<file path="src/logic/udt_pkg.sv">
// Operation
// - Locked, timer at limit with check enabled: insert one filler, go tardy-fill.
// - Locked, cell directly follows previous: accept, stay locked, arm timer.
// - Locked, cell one beyond expected: filler, accept, order error, one-gap-probe.
// - Locked, other disorder: accept without filler, order error, disorder state.
// - Bad-number, follows last good: discard, stray flag, locked, arm timer.
// - Bad-number, valid and two beyond last good: accept, locked, arm timer.
// - Bad-number or disorder, other valid cell: discard, go unlocked.
// - Disorder, follows last received: fill missing (max 7), accept, missing flag, lock.
// - Disorder, valid and two beyond last in-sequence: accept, locked, arm timer.
// - Late timer is armed on entry to locked and rearmed by each in-sequence cell there, so late fill only when locked.
// - Late check runs only if enabled; timeout when counter reaches programmed value.
// - Cell number is the 3 low sequence bits plus validity, for every cell.
package udt_pkg;

  // Register byte offsets
  localparam logic [7:0] UDT_CTRL_OFS   = 8'h00;
  localparam logic [7:0] UDT_LIMIT_OFS  = 8'h04;
  localparam logic [7:0] UDT_STATUS_OFS = 8'h08;
  localparam logic [7:0] UDT_MASK_OFS   = 8'h0c;
  localparam logic [7:0] UDT_STATE_OFS  = 8'h10;

  // Field positions and reset values
  localparam int          UDT_CTRL_LATE_EN_BIT = 0;
  localparam int          UDT_EVT_W            = 5;
  localparam int          UDT_EVT_ORDER        = 0;
  localparam int          UDT_EVT_MISSING      = 1;
  localparam int          UDT_EVT_STRAY        = 2;
  localparam int          UDT_EVT_LATE         = 3;
  localparam int          UDT_EVT_TIMEOUT      = 4;
  localparam int          UDT_TMR_W            = 16;
  localparam logic [15:0] UDT_LIMIT_RST        = 16'hffff;
  localparam int          UDT_ST_GOOD_POS      = 4;
  localparam int          UDT_ST_LAST_POS      = 8;
  localparam int          UDT_ST_FILL_POS      = 12;

  typedef enum logic [2:0] {
    UDT_START, UDT_UNLOCKED, UDT_LOCKED, UDT_BAD_NUMBER,
    UDT_DISORDER, UDT_GAP_PROBE, UDT_TARDY_FILL
  } udt_state_t;

  // Cell from the header checker
  typedef struct packed {
    logic       valid;
    logic [2:0] sn;
    logic       sn_ok;
  } udt_cell_in_t;

  // Write toward the reassembly buffer writer
  typedef struct packed {
    logic       wr;
    logic       filler;
    logic [2:0] sn;
  } udt_cell_out_t;

endpackage

</file>
<file path="src/logic/udt_cell_sequence_tracker.sv">
`timescale 1ns/10ps
module udt_cell_sequence_tracker (
  // Clock, reset, enable
  input  wire  logic                  pclk,
  input  wire  logic                  presetn,
  input  wire  logic                  ce,
  // APB slave
  input  wire  logic                  psel,
  input  wire  logic                  penable,
  input  wire  logic                  pwrite,
  input  wire  logic [7:0]            paddr,
  input  wire  logic [31:0]           pwdata,
  output logic [31:0]                 prdata,
  output logic                        pready,
  output logic                        pslverr,
  // Cell stream
  input  wire  udt_pkg::udt_cell_in_t cell_in,
  output logic                        cell_ready,
  output udt_pkg::udt_cell_out_t      cell_out,
  // Interrupt
  output logic                        irq
);
  import udt_pkg::*;

  udt_state_t                 state_reg, state_next;
  logic [2:0]                 good_reg, good_next;
  logic [2:0]                 last_reg, last_next;
  logic [2:0]                 fill_reg, fill_next;
  logic [2:0]                 fsn_reg, fsn_next;
  logic                       pacc_reg, pacc_next;
  logic [2:0]                 psn_reg, psn_next;
  logic                       armed_reg, armed_next;
  logic [UDT_TMR_W-1:0]       tmr_reg;
  logic                       late_en_reg;
  logic [UDT_TMR_W-1:0]       limit_reg;
  logic [UDT_EVT_W-1:0]       status_reg, mask_reg, evt_set;
  logic                       take, timeout, busy;
  logic                       acc, arm;
  logic [2:0]                 nfill;
  logic                       apb_acc, apb_wr, apb_hit;
  logic [31:0]                rd_data;

  function automatic logic [2:0] sn_add(input logic [2:0] a, input logic [2:0] b);
    sn_add = a + b;
  endfunction

  assign busy    = (fill_reg != 3'h0) || pacc_reg;
  assign take    = cell_in.valid && cell_ready;
  assign timeout = (state_reg == UDT_LOCKED) && armed_reg && late_en_reg
                   && (tmr_reg == limit_reg) && !busy && !take;

  // Sequence decision on each taken cell
  always_comb begin
    state_next = state_reg;
    good_next  = good_reg;
    last_next  = last_reg;
    acc        = 1'b0;
    arm        = 1'b0;
    nfill      = 3'h0;
    fsn_next   = sn_add(good_reg, 3'h1);
    evt_set    = '0;
    if (take) begin
      last_next = cell_in.sn;
      case (state_reg)
        UDT_START: begin
          if (cell_in.sn_ok)
            state_next = UDT_UNLOCKED;
        end
        UDT_UNLOCKED: begin
          if (!cell_in.sn_ok) begin
            state_next = UDT_START;
          end else if (cell_in.sn == sn_add(last_reg, 3'h1)) begin
            acc        = 1'b1;
            arm        = 1'b1;
            good_next  = cell_in.sn;
            state_next = UDT_LOCKED;
          end
        end
        UDT_LOCKED: begin
          acc = 1'b1;
          if (!cell_in.sn_ok) begin
            state_next = UDT_BAD_NUMBER;
            last_next  = last_reg;
          end else if (cell_in.sn == sn_add(good_reg, 3'h1)) begin
            arm       = 1'b1;
            good_next = cell_in.sn;
          end else if (cell_in.sn == sn_add(good_reg, 3'h2)) begin
            nfill      = 3'h1;
            evt_set[UDT_EVT_ORDER] = 1'b1;
            state_next = UDT_GAP_PROBE;
          end else begin
            evt_set[UDT_EVT_ORDER] = 1'b1;
            state_next = UDT_DISORDER;
          end
        end
        UDT_BAD_NUMBER: begin
          if (!cell_in.sn_ok) begin
            state_next = UDT_START;
          end else if (cell_in.sn == sn_add(good_reg, 3'h1)) begin
            evt_set[UDT_EVT_STRAY] = 1'b1;
            arm        = 1'b1;
            good_next  = cell_in.sn;
            state_next = UDT_LOCKED;
          end else if (cell_in.sn == sn_add(good_reg, 3'h2)) begin
            acc        = 1'b1;
            arm        = 1'b1;
            good_next  = cell_in.sn;
            state_next = UDT_LOCKED;
          end else begin
            state_next = UDT_UNLOCKED;
          end
        end
        UDT_DISORDER: begin
          if (!cell_in.sn_ok) begin
            state_next = UDT_START;
          end else if (cell_in.sn == sn_add(last_reg, 3'h1)) begin
            nfill      = last_reg - good_reg - 3'h1;
            acc        = 1'b1;
            arm        = 1'b1;
            evt_set[UDT_EVT_MISSING] = 1'b1;
            good_next  = cell_in.sn;
            state_next = UDT_LOCKED;
          end else if (cell_in.sn == sn_add(good_reg, 3'h2)) begin
            acc        = 1'b1;
            arm        = 1'b1;
            good_next  = cell_in.sn;
            state_next = UDT_LOCKED;
          end else begin
            state_next = UDT_UNLOCKED;
          end
        end
        UDT_GAP_PROBE: begin
          if (!cell_in.sn_ok) begin
            state_next = UDT_START;
          end else if (cell_in.sn == sn_add(last_reg, 3'h1)) begin
            acc        = 1'b1;
            arm        = 1'b1;
            evt_set[UDT_EVT_MISSING] = 1'b1;
            good_next  = cell_in.sn;
            state_next = UDT_LOCKED;
          end else if (cell_in.sn == sn_add(good_reg, 3'h1)) begin
            arm        = 1'b1;
            evt_set[UDT_EVT_STRAY] = 1'b1;
            good_next  = last_reg;
            last_next  = last_reg;
            state_next = UDT_LOCKED;
          end else if (cell_in.sn == sn_add(good_reg, 3'h2)) begin
            arm        = 1'b1;
            good_next  = cell_in.sn;
            state_next = UDT_LOCKED;
          end else begin
            state_next = UDT_UNLOCKED;
          end
        end
        UDT_TARDY_FILL: begin
          if (!cell_in.sn_ok) begin
            state_next = UDT_START;
          end else if (cell_in.sn == sn_add(good_reg, 3'h2)) begin
            acc        = 1'b1;
            arm        = 1'b1;
            evt_set[UDT_EVT_MISSING] = 1'b1;
            evt_set[UDT_EVT_ORDER]   = 1'b1;
            good_next  = cell_in.sn;
            state_next = UDT_LOCKED;
          end else if (cell_in.sn == sn_add(good_reg, 3'h1)) begin
            arm        = 1'b1;
            evt_set[UDT_EVT_LATE] = 1'b1;
            good_next  = cell_in.sn;
            state_next = UDT_LOCKED;
          end else begin
            evt_set[UDT_EVT_ORDER] = 1'b1;
            state_next = UDT_UNLOCKED;
          end
        end
        default: state_next = UDT_START;
      endcase
    end else if (timeout) begin
      nfill      = 3'h1;
      good_next  = sn_add(good_reg, 3'h0);
      evt_set[UDT_EVT_TIMEOUT] = 1'b1;
      state_next = UDT_TARDY_FILL;
    end
  end

  // Fillers are issued first, the held cell follows
  always_comb begin
    fill_next = fill_reg;
    pacc_next = pacc_reg;
    psn_next  = psn_reg;
    if (fill_reg != 3'h0)
      fill_next = fill_reg - 3'h1;
    else if (pacc_reg)
      pacc_next = 1'b0;
    if (take || timeout) begin
      fill_next = nfill;
      pacc_next = acc;
      psn_next  = cell_in.sn;
    end
  end

  // Timer arms on entry to locked and on each in-sequence cell there, stops elsewhere
  assign armed_next = (state_next == UDT_LOCKED) && (arm || (armed_reg && !take));

  always_ff @(posedge pclk or negedge presetn) begin
    if (!presetn) begin
      state_reg <= UDT_START;
      good_reg  <= 3'h0;
      last_reg  <= 3'h0;
      armed_reg <= 1'b0;
    end else if (ce) begin
      state_reg <= state_next;
      good_reg  <= good_next;
      last_reg  <= last_next;
      armed_reg <= armed_next;
    end
  end

  always_ff @(posedge pclk or negedge presetn) begin
    if (!presetn) begin
      fill_reg <= 3'h0;
      fsn_reg  <= 3'h0;
      pacc_reg <= 1'b0;
      psn_reg  <= 3'h0;
      cell_out <= '0;
    end else if (ce) begin
      fill_reg <= fill_next;
      pacc_reg <= pacc_next;
      psn_reg  <= psn_next;
      if (take || timeout)
        fsn_reg <= fsn_next;
      else if (fill_reg != 3'h0)
        fsn_reg <= sn_add(fsn_reg, 3'h1);
      cell_out.wr     <= (fill_reg != 3'h0) || pacc_reg;
      cell_out.filler <= (fill_reg != 3'h0);
      cell_out.sn     <= (fill_reg != 3'h0) ? fsn_reg : psn_reg;
    end
  end

  // Cell intake stalls while fillers or a held cell are pending
  always_ff @(posedge pclk or negedge presetn) begin
    if (!presetn)
      cell_ready <= 1'b0;
    else if (ce)
      cell_ready <= (fill_next == 3'h0) && !pacc_next && !(take || timeout);
  end

  always_ff @(posedge pclk or negedge presetn) begin
    if (!presetn)
      tmr_reg <= '0;
    else if (ce) begin
      if (!armed_next || arm)
        tmr_reg <= '0;
      else if (tmr_reg != limit_reg)
        tmr_reg <= tmr_reg + 1'b1;
    end
  end

  // APB slave, one wait state
  assign apb_acc = psel && penable && !pready;
  assign apb_wr  = apb_acc && pwrite;
  assign apb_hit = (paddr == UDT_CTRL_OFS) || (paddr == UDT_LIMIT_OFS)
                   || (paddr == UDT_STATUS_OFS) || (paddr == UDT_MASK_OFS)
                   || (paddr == UDT_STATE_OFS);

  always_comb begin
    rd_data = 32'h0;
    case (paddr)
      UDT_CTRL_OFS:   rd_data[UDT_CTRL_LATE_EN_BIT] = late_en_reg;
      UDT_LIMIT_OFS:  rd_data[UDT_TMR_W-1:0] = limit_reg;
      UDT_STATUS_OFS: rd_data[UDT_EVT_W-1:0] = status_reg;
      UDT_MASK_OFS:   rd_data[UDT_EVT_W-1:0] = mask_reg;
      UDT_STATE_OFS: begin
        rd_data[2:0]                         = state_reg;
        rd_data[UDT_ST_GOOD_POS +: 3]        = good_reg;
        rd_data[UDT_ST_LAST_POS +: 3]        = last_reg;
        rd_data[UDT_ST_FILL_POS +: 3]        = fill_reg;
      end
      default: rd_data = 32'h0;
    endcase
  end

  always_ff @(posedge pclk or negedge presetn) begin
    if (!presetn) begin
      pready  <= 1'b0;
      pslverr <= 1'b0;
      prdata  <= 32'h0;
    end else if (ce) begin
      pready  <= apb_acc;
      pslverr <= apb_acc && !apb_hit;
      prdata  <= (apb_acc && !pwrite) ? rd_data : 32'h0;
    end
  end

  always_ff @(posedge pclk or negedge presetn) begin
    if (!presetn) begin
      late_en_reg <= 1'b0;
      limit_reg   <= UDT_LIMIT_RST;
      mask_reg    <= '0;
    end else if (ce && apb_wr) begin
      if (paddr == UDT_CTRL_OFS)
        late_en_reg <= pwdata[UDT_CTRL_LATE_EN_BIT];
      if (paddr == UDT_LIMIT_OFS)
        limit_reg <= pwdata[UDT_TMR_W-1:0];
      if (paddr == UDT_MASK_OFS)
        mask_reg <= pwdata[UDT_EVT_W-1:0];
    end
  end

  // Sticky events, write one to clear, a new event wins over the clear
  always_ff @(posedge pclk or negedge presetn) begin
    if (!presetn) begin
      status_reg <= '0;
      irq        <= 1'b0;
    end else if (ce) begin
      status_reg <= (status_reg & ~((apb_wr && paddr == UDT_STATUS_OFS) ?
                    pwdata[UDT_EVT_W-1:0] : '0)) | evt_set;
      irq        <= |(status_reg & mask_reg);
    end
  end

endmodule // udt_cell_sequence_tracker

</file>
<file path="config.mk">
export PLATFORM = sky130hd
export DESIGN_NAME = udt_cell_sequence_tracker
export DESIGN_NICKNAME = d
export VERILOG_FILES = /design/src/logic/udt_pkg.sv /design/src/logic/udt_cell_sequence_tracker.sv
export SDC_FILE = /design/constraint.sdc
export NUM_CORES = 1
export LEC_CHECK = 0
export ABC_CLOCK_PERIOD_IN_PS = 2200
export BUFFER_PORTS_ARGS = -buffer_cell sky130_fd_sc_hd__buf_2
export CORE_ASPECT_RATIO = 0.7
export CORE_MARGIN = 1
export CORE_UTILIZATION = 51
export DETAILED_ROUTE_END_ITERATION = 6
export GPL_ROUTABILITY_DRIVEN = 0
export PLACE_DENSITY = 0.74
export SLEW_MARGIN = 0
export SYNTH_ARGS = -nofsm -noshare
export SYNTH_HDL_FRONTEND = slang
export SYNTH_SLANG_ARGS = --single-unit
</file>
<file path="constraint.sdc">
create_clock -name pclk -period 2.2 [get_ports pclk]
set_input_delay 0.22 -clock pclk [delete_from_list [all_inputs] [get_ports pclk]]
set_output_delay 0.22 -clock pclk [all_outputs]
set_load 0.03 [all_outputs]
</file>
Word-level counts from Yosys, hierarchy flattened
Cells that the tools add are included.
{"block": "totals", "regBits": 104, "inputBits": 51, "out_inout_bits": 41, "word_cells": 211}
{"block": "op_classes", "add_sub_neg": 8, "n_eq_ne": 24, "mux": 104, "bitwise": 4, "reduce_logical": 50}
{"op": "3-bit two-way mux", "n": 40}
{"op": "16-bit two-way mux", "n": 3}
{"op": "1-bit two-way mux", "n": 37}
{"op": "3-bit case mux with 2 select lines", "n": 4}
{"op": "3-bit case mux with 7 select lines", "n": 1}
{"op": "3-bit case mux with 6 select lines", "n": 1}
{"op": "1-bit logical AND", "n": 17}
{"op": "16-bit by 1-bit adder with 16-bit output, second input constant", "n": 1}
{"op": "16-bit == test", "n": 1}
{"op": "8-bit by 4-bit == test with 1-bit output, second input constant", "n": 2}
{"op": "16-bit inequality test", "n": 1}
{"op": "2-bit inequality test, second input constant", "n": 7}
{"op": "2-bit two-way mux", "n": 6}
{"op": "2-bit AND reduction", "n": 6}
{"op": "5-bit bitwise AND", "n": 2}
{"op": "1-bit case mux with 5 select lines", "n": 2}
{"op": "10-bit AND reduction", "n": 1}
{"op": "3-bit by 1-bit adder with 3-bit output, second input constant", "n": 3}
{"op": "3-bit by 2-bit == test with 1-bit output, second input constant", "n": 3}
{"op": "3-bit == test", "n": 3}
{"op": "3-bit == test, second input constant", "n": 3}
{"op": "8-bit by 3-bit == test with 1-bit output, second input constant", "n": 1}
{"op": "8-bit by 5-bit == test with 1-bit output, second input constant", "n": 1}
{"op": "1-bit logical NOT", "n": 8}
{"op": "24 further kinds", "n": 36}

Longest topological paths before layout
Gate-level depths: netlist of run 1.
{"block": "logic_depth", "depth_word": 14, "depth_mapped": 9, "mapped_depth_nobuf": 8}

Worst setup path after synthesis of run 1
No wires, ideal clock.
{"block": "synth_timing", "path_type": "reg2reg", "start": "register limit_reg[15]", "end": "register psn_reg[0]", "setup_ns": 0.125, "arrival_ns": 2.081, "t_required_ns": 2.075, "slack_ns": -0.006, "path_stages_with_launch": 7, "path_cell_list": "dfstp_2 -> xnor2_1 -> nand4_1 -> or4_4 -> o31ai_4 -> nand2_2 -> mux2_4"}
{"block": "synth_via", "elab_chain_len": 6}
{"element": "start: declaration", "line": "udt_cell_sequence_tracker.sv:35", "rtl": "logic [UDT_TMR_W-1:0] limit_reg;"}
{"element": "start signal: assignment", "line": "udt_cell_sequence_tracker.sv:303", "rtl": "limit_reg <= pwdata[UDT_TMR_W-1:0];"}
{"element": "16-bit == test", "line": "udt_cell_sequence_tracker.sv:50", "rtl": "&& (tmr_reg == limit_reg) && !busy && !take;"}
{"element": "1-bit logical AND (3 in series)", "line": "udt_cell_sequence_tracker.sv:50"}
{"element": "1-bit logical OR", "line": "udt_cell_sequence_tracker.sv:194", "rtl": "if (take || timeout) begin"}
{"element": "2-bit AND reduction (no source line)"}
{"element": "end signal: assignment", "line": "udt_cell_sequence_tracker.sv:228", "rtl": "psn_reg <= psn_next;"}
{"element": "end: declaration", "line": "udt_cell_sequence_tracker.sv:31", "rtl": "logic [2:0] psn_reg, psn_next;"}
No other way between the ends.
A chain may end at the register's enable or synchronous reset.

Final worst setup path of run 1
{"block": "layout_timing", "start": "register limit_reg[5]", "end": "register psn_reg[1]"}
The elaborated chain is that of the path after synthesis.

==> key figures, run 1 <==
Worst setup path
  – Worst setup SP type: flip-flop
  – CP Capture Type: flip-flop
  – Flop-to-flop setup slack: -0.09 ns
  – Critical Path RT: 2.42 ns
  – Reg2Reg Depth: 6
  – CP Max Fanout: 6
  – Critical R2R Launch: limit_reg[5]
  – Worst r2r dst: psn_reg[1]
  – Crit path arrival time: 2.52 ns
  – Kind of critical path: flip-flop to flip-flop

Route
  – Drt pass-1 iters: 5
  – Routed Wire Length: 14940 um
  – Via-per-instance ratio: 6.083
  – Via count: 4830
  – Antenna Nets Post-Route: 0
  – Post-route DRC: 0
  – DR WL/cell: 18.81 um
  – Initial DRC Count: 493

Run status
  – Failing checks: negative setup slack
  – Outcome: finished, violations left

Hold path
  – WHS Path Cells: 2
  – Tightest Hold Check Type: input port to flip-flop
  – Hold path endpoint: limit_reg[7]
  – HP Start: pwdata[7]

STA
  – Max Clk Rate: 436.0 MHz
  – Setup WS post-layout: -0.09352 ns
  – Worst-Margin Slew: 0.5518 ns
  – Unrepaired setup endpoints after global routing: yes
  – Clock Skews: 0.008808 ns
  – # setup viols final: 8
  – Min Tclk post-route: 2.294 ns
  – Rel. slew slack: 0.6322
  – Final Hold Viols: 0
  – Count of final max-slew check failures: 0
  – Final period util: 1.043

Die
  – Core Area: 9910 um^2
  – Initial core utilization: 0.5380
  – Die Area: 10870 um^2
  – Chip height: 87.54 um
  – Io pins: 92
  – Chip width: 124.2 um
  – Std-Cell Rows: 30

Clock tree
  – CTS tree: yes
  – Clock buffer depth: 2
  – # Post-CTS Setup Buffers: 0
  – Clk_lat worst skew: 0.34 ns
  – Root buffer cell: clkbuf_16
  – Worst-path clk slew: 0.07 ns
  – CTS Buf Count: 9
  – CTS sink count: 88
  – CTS H-tree lvls: 3

Synthesis
  – Asr flop ratio synth: 1.000
  – EDFF count, synth: 0
  – Area leader, netlist: dfrtp_1
  – Most used DFF post-synth: dfrtp_1
  – Synthesized netlist cell count: 550
  – Yosys cell types: 71
  – Mapped Avg Cell Area: 9.693 um^2
  – Number of synthesized register bits: 88
  – Top cells by area, synth: dfrtp_1 34%, dfstp_2 7.9%, mux2_2 5.9%
  – Post-synthesis sequential area ratio: 0.4168
  – Top cell type's share of synthesized area: 0.3379
  – YS warnings: 0
  – Cell area after synthesis: 5331 um^2

Global routing
  – Total grt overflow: 0
  – Largest net degree at the start of global routing: 50
  – Antenna violations before repair: 0
  – Global-route wire length before repair: 23750 um
  – Number of global-route vias before repair: 4540
  – Total GRT Usage: 0.2778

Power
  – Pleak: 0.002931 uW
  – Peak VDD IR: 723.7 uV
  – PwrDens: 966.8 nW/um^2

Placement
  – HPWL Detailed: 10720 um
  – Pre-CTS setup slack: -0.09259 ns
  – IO buf count: 59
  – Area after DPL: 6136 um^2

Cells and area
  – Area grow syn2layout: 22.01%
  – Final instance area: 6505 um^2
  – Filler Cell Count: 785
  – Share of cells above drive strength 1: 0.3243
  – N_diodes: 0
  – Final #Nets: 720
  – Utilization after layout: 0.6564

Job
  – Max_cap viols: 0
layout make-up:
cell class | count | area, um^2 | share of cell area
multi-input combinational | 422 | 2977 | 0.4576
sequential | 88 | 2222 | 0.3416
inverter | 12 | 45.04 | 0.006924
tap | 128 | 160.2 | 0.02462
clock inverter | 3 | 20.02 | 0.003078
timing repair buffer | 128 | 830.8 | 0.1277
clock buffer | 13 | 250.2 | 0.03847
Yosys cell counts, drive strengths merged (3+ instances only):
cell type and count:
mux2i 11, a21oi 29, o31ai 8, nand2 45, nand3 16, a221o 9
o211ai 3, o21ai 22, inv 12, a31oi 10, buf 25, nand4 8
nor3 19, ha 7, nor4 4, nand2b 7, clkbuf 19, a2bb2oi 3
nor2b 15, xnor2 23, dfstp 16, a32o 3, a211oi 4, o2bb2ai 6
mux2 32, dfrtp 72, xor2 6, a22oi 6, nor3b 4, or3 3
a22o 17, a21o 3, nor2 49
placed cells by master (no fill, tap or decap), types with 16 or more instances in the layout:
master | synthesis | final
buf_2 | 6 | 58
nor2_1 | 49 | 47
conb_1 | 1 | 16
xnor2_1 | 23 | 20
dfrtp_1 | 72 | 72
nand2_1 | 44 | 44
mux2_2 | 28 | 28
dfstp_2 | 16 | 16
a22o_1 | 17 | 17
a21oi_1 | 29 | 27
buf_4 | 16 | 68
nor3_1 | 16 | 16
o21ai_0 | 22 | 22
worst max-delay path, cell delays in order (launching register included):
cell and delay (ns):
dfstp_2 0.57, xnor2_2 0.13, nand4_1 0.13, or4_4 0.58
o31ai_4 0.29, nand2_4 0.14, mux2_4 0.34
through the flow:
stage               power (uW)  hold slack [ns]  setup TNS (ns)  std cells
floorplan                 3837         -0.07559               0        565
global route              6624           0.1178          -2.474        794
detailed placement        4734           0.2083         -0.5152        776
finish                    6289           0.1191         -0.5827        794
CTS                       6177           0.1143         -0.3736        793
global placement          4665           0.2016         -0.4257        776
power breakdown:
group | switching, uW | internal, uW
combinational | 1670 | 1180
sequential | 168 | 1850
clock | 622 | 796
per-layer routing:
layer,wire [um],global-route usage
met5,0,0
met4,174,0.06243
met3,1345,0.06659
met2,6402,0.4274
met1,7012,0.3998
how the worst max path moves through the flow:
stage	start	endpoint	slack [ns]	cells past startpoint
floorplan	limit_reg[15]	tmr_reg[10]	0.06	7
global placement	limit_reg[14]	psn_reg[1]	-0.08	6
detailed placement	limit_reg[14]	psn_reg[1]	-0.09	6
CTS	limit_reg[12]	psn_reg[1]	-0.06	6
global route	limit_reg[5]	fill_reg[2]	-0.17	7
finish	limit_reg[5]	psn_reg[1]	-0.09	6
repair_timing:
| item | in CTS | in global routing |
|---|---|---|
| endpoints found under the setup margin | 17 | 31 |
| gates cloned | 0 | 1 |
| gates resized for setup | 6 | 12 |
| hold endpoints to repair | 29 | 0 |
| pin swaps | 2 | 4 |
| hold buffers | 1 | 0 |
cells by family (layout without fill, tap and decap cells):
logic type	count (synthesis)	in the layout	share of synthesized area
fa+ha+maj	8	8	0.02018
flops	88	88	0.4168
compound gates	144	145	0.1967
other cells	1	16	0.0007034
buf+inv	56	156	0.05210
xor+xnor	31	31	0.05632
simple gates	179	179	0.1669
mux	43	43	0.09035
No activity file was read; power rests on OpenSTA's default activity.
==> run 2: changes to the inputs <==
Settings changed: ABC_CLOCK_PERIOD_IN_PS 2200 to 2400, BUFFER_PORTS_ARGS -buffer_cell sky130_fd_sc_hd__buf_2 to default, CORE_UTILIZATION 51 to 55, DONT_BUFFER_PORTS from default to 1, PLACE_DENSITY 0.74 to 0.67.
Clock period 2.2 ns to 2.4 ns, I/O delays scaled along.
==> key figures, run 2 (synthesis gave the netlist of run 1 again) <==
Route
  – Initial DRC Count: 441 (-11%)
  – Post-route DRC: 0 (unchanged)
  – Drt pass-1 iters: 7 (+2)
  – DR WL/cell: 20.94 um (+11%)
  – Via-per-instance ratio: 6.478 (+6.5%)
  – Antenna Nets Post-Route: 0 (unchanged)
  – Routed Wire Length: 14930 um (about the same)
  – Via count: 4619 (-4.4%)

Die
  – Io pins: 92 (unchanged)
  – Die Area: 10100 um^2 (-7.1%)
  – Std-Cell Rows: 29 (-3.3%)
  – Chip height: 84.38 um (-3.6%)
  – Initial core utilization: 0.5785 (+0.04046)
  – Core Area: 9216 um^2 (-7.0%)
  – Chip width: 119.7 um (-3.6%)

Power
  – Peak VDD IR: 649.0 uV (-10%)
  – Pleak: 0.002603 uW (-11%)
  – PwrDens: 937.4 nW/um^2 (-3.0%)

Worst setup path
  – Worst r2r dst: fsn_reg[2]
  – Flop-to-flop setup slack: -0.02 ns (+0.07 ns)
  – Critical R2R Launch: limit_reg[3]
  – Critical Path RT: 2.62 ns (+0.20 ns)
  – CP Max Fanout: 3 (-3)
  – Kind of critical path: flip-flop to flip-flop
  – CP Capture Type: flip-flop
  – Worst setup SP type: flip-flop
  – Crit path arrival time: 2.64 ns (+0.12 ns)
  – Reg2Reg Depth: 7 (+1)

Run status
  – Outcome: finished, violations left
  – Failing checks: negative setup slack

STA
  – Count of final max-slew check failures: 0 (unchanged)
  – Max Clk Rate: 413.1 MHz (-5.3%)
  – Setup WS post-layout: -0.02084 ns (+0.07268 ns)
  – Rel. slew slack: 0.4573 (-0.1748)
  – Final period util: 1.009 (-0.03382)
  – Unrepaired setup endpoints after global routing: yes
  – Worst-Margin Slew: 0.8113 ns (+0.2595 ns)
  – Final Hold Viols: 0 (unchanged)
  – # setup viols final: 1 (-7)
  – Min Tclk post-route: 2.421 ns (+0.1273 ns)
  – Worst hold margin: 0.02060 ns (-0.09852 ns)
  – Clock Skews: 0.003986 ns (-0.004822 ns)

Clock tree
  – CTS tree: yes
  – CTS H-tree lvls: 3 (unchanged)
  – Root buffer cell: clkbuf_16
  – Clk_lat worst skew: 0.34 ns (about the same)
  – Worst-path clk slew: 0.07 ns (about the same)
  – CTS Buf Count: 9 (unchanged)
  – Clock buffer depth: 2 (unchanged)
  – CTS sink count: 88 (unchanged)

Placement
  – Pre-CTS setup slack: -0.05887 ns (+0.03372 ns)
  – HPWL Detailed: 10300 um (-3.9%)
  – Area after DPL: 5633 um^2 (-8.2%)
  – IO buf count: 0 (-100%)

Cells and area
  – Most common cell after layout, fill and taps aside: dfrtp_1
  – Final #Nets: 643 (-11%)
  – Final instance area: 6116 um^2 (-6.0%)
  – N_diodes: 0 (unchanged)
  – Commonest cells after routing, fill and taps aside: 72 x dfrtp_1, 47 x nor2_1, 47 x buf_4
  – Area grow syn2layout: 14.71%
  – Share of cells above drive strength 1: 0.2309 (-0.09342)

Global routing
  – Total GRT Usage: 0.3104 (+0.03263)
  – Global-route wire length before repair: 23990 um (+1.0%)
  – Total grt overflow: 0 (unchanged)
  – Number of global-route vias before repair: 4387 (-3.4%)
  – Largest net degree at the start of global routing: 89 (+78%)
  – Antenna violations before repair: 1 (+1)

Job
  – Max_cap viols: 0 (unchanged)

Hold path
  – HP Start: ce
  – WHS Path Cells: 1 (-1)
  – Hold path endpoint: tmr_reg[8]
  – Tightest Hold Check Type: input port to flip-flop
run 2: cell types whose count changed in the layout (fill, tap and decap cells not counted), moves of 2 or more:
cell,delta
xnor2_1,-3
clkbuf_1,-3
buf_4,-21
xnor2_2,+3
inv_6,+2
buf_2,-58
dlygate4sd3_1,+2
run 2: power by group:
part	internal, uW	switching (uW)	leakage (uW)
sequential	1700	286	0.00111
combinational	946	1330	0.00134
clock	871	602	0.000149
run 2: layout make-up:
type                    count  area, um^2
flip-flops and latches     88        2222
clock buffers              11       252.7
fillers                   719        3100
repair buffers             52       421.7
multi-input cells         421        2957
clock inverters             5       62.56
inverters                  12       45.04
well taps                 124       155.1
run 2: critical path: stages (launching register included):
cell and delay (ns):
dfstp_2 0.58, xnor2_2 0.12, nand4_1 0.14, or4_4 0.58
o31ai_4 0.38, buf_4 0.20, a21oi_2 0.03, a221o_1 0.26
run 2: worst max path at each step:
stage,startpoint,endpoint,slack [ns],depth (start not counted)
CTS,limit_reg[15],psn_reg[1],0.0005,6
global route,limit_reg[1],fsn_reg[2],-0.07,7
finish,limit_reg[3],fsn_reg[2],-0.02,7
floorplan,limit_reg[15],psn_reg[0],0.19,6
detailed placement,limit_reg[15],psn_reg[1],-0.06,6
global placement,limit_reg[15],psn_reg[0],-0.03,6
run 2: stage by stage:
step	total power [uW]	instances	setup TNS, ns	utilization
2_1_floorplan	3517	565	0	-
3_3_place_gp	4065	688	-0.09756	0.6112
3_5_place_dp	4126	688	-0.2779	0.6112
4_1_cts	5672	708	0	0.6516
5_1_grt	6032	713	-0.2972	0.6636
6_report	5733	713	-0.02084	0.6636
run 2: layer usage:
metal,global-route usage,up-vias,wire [um],part of all wire
met4,0.09545,2,310,0.021
met1,0.4622,2230,6606,0.44
li1,-,2063,-,-
met5,0,-,13,0.00087
met2,0.4304,285,6260,0.42
met3,0.09443,39,1739,0.12
run 2: repair_timing:
action / in CTS / in global routing
pin swaps: 1 / 9
setup endpoints to repair: 6 / 20
setup buffers: 0 / 5
hold buffers: 4 / 0
gates resized for setup: 0 / 13
hold endpoints to repair: 101 / 0
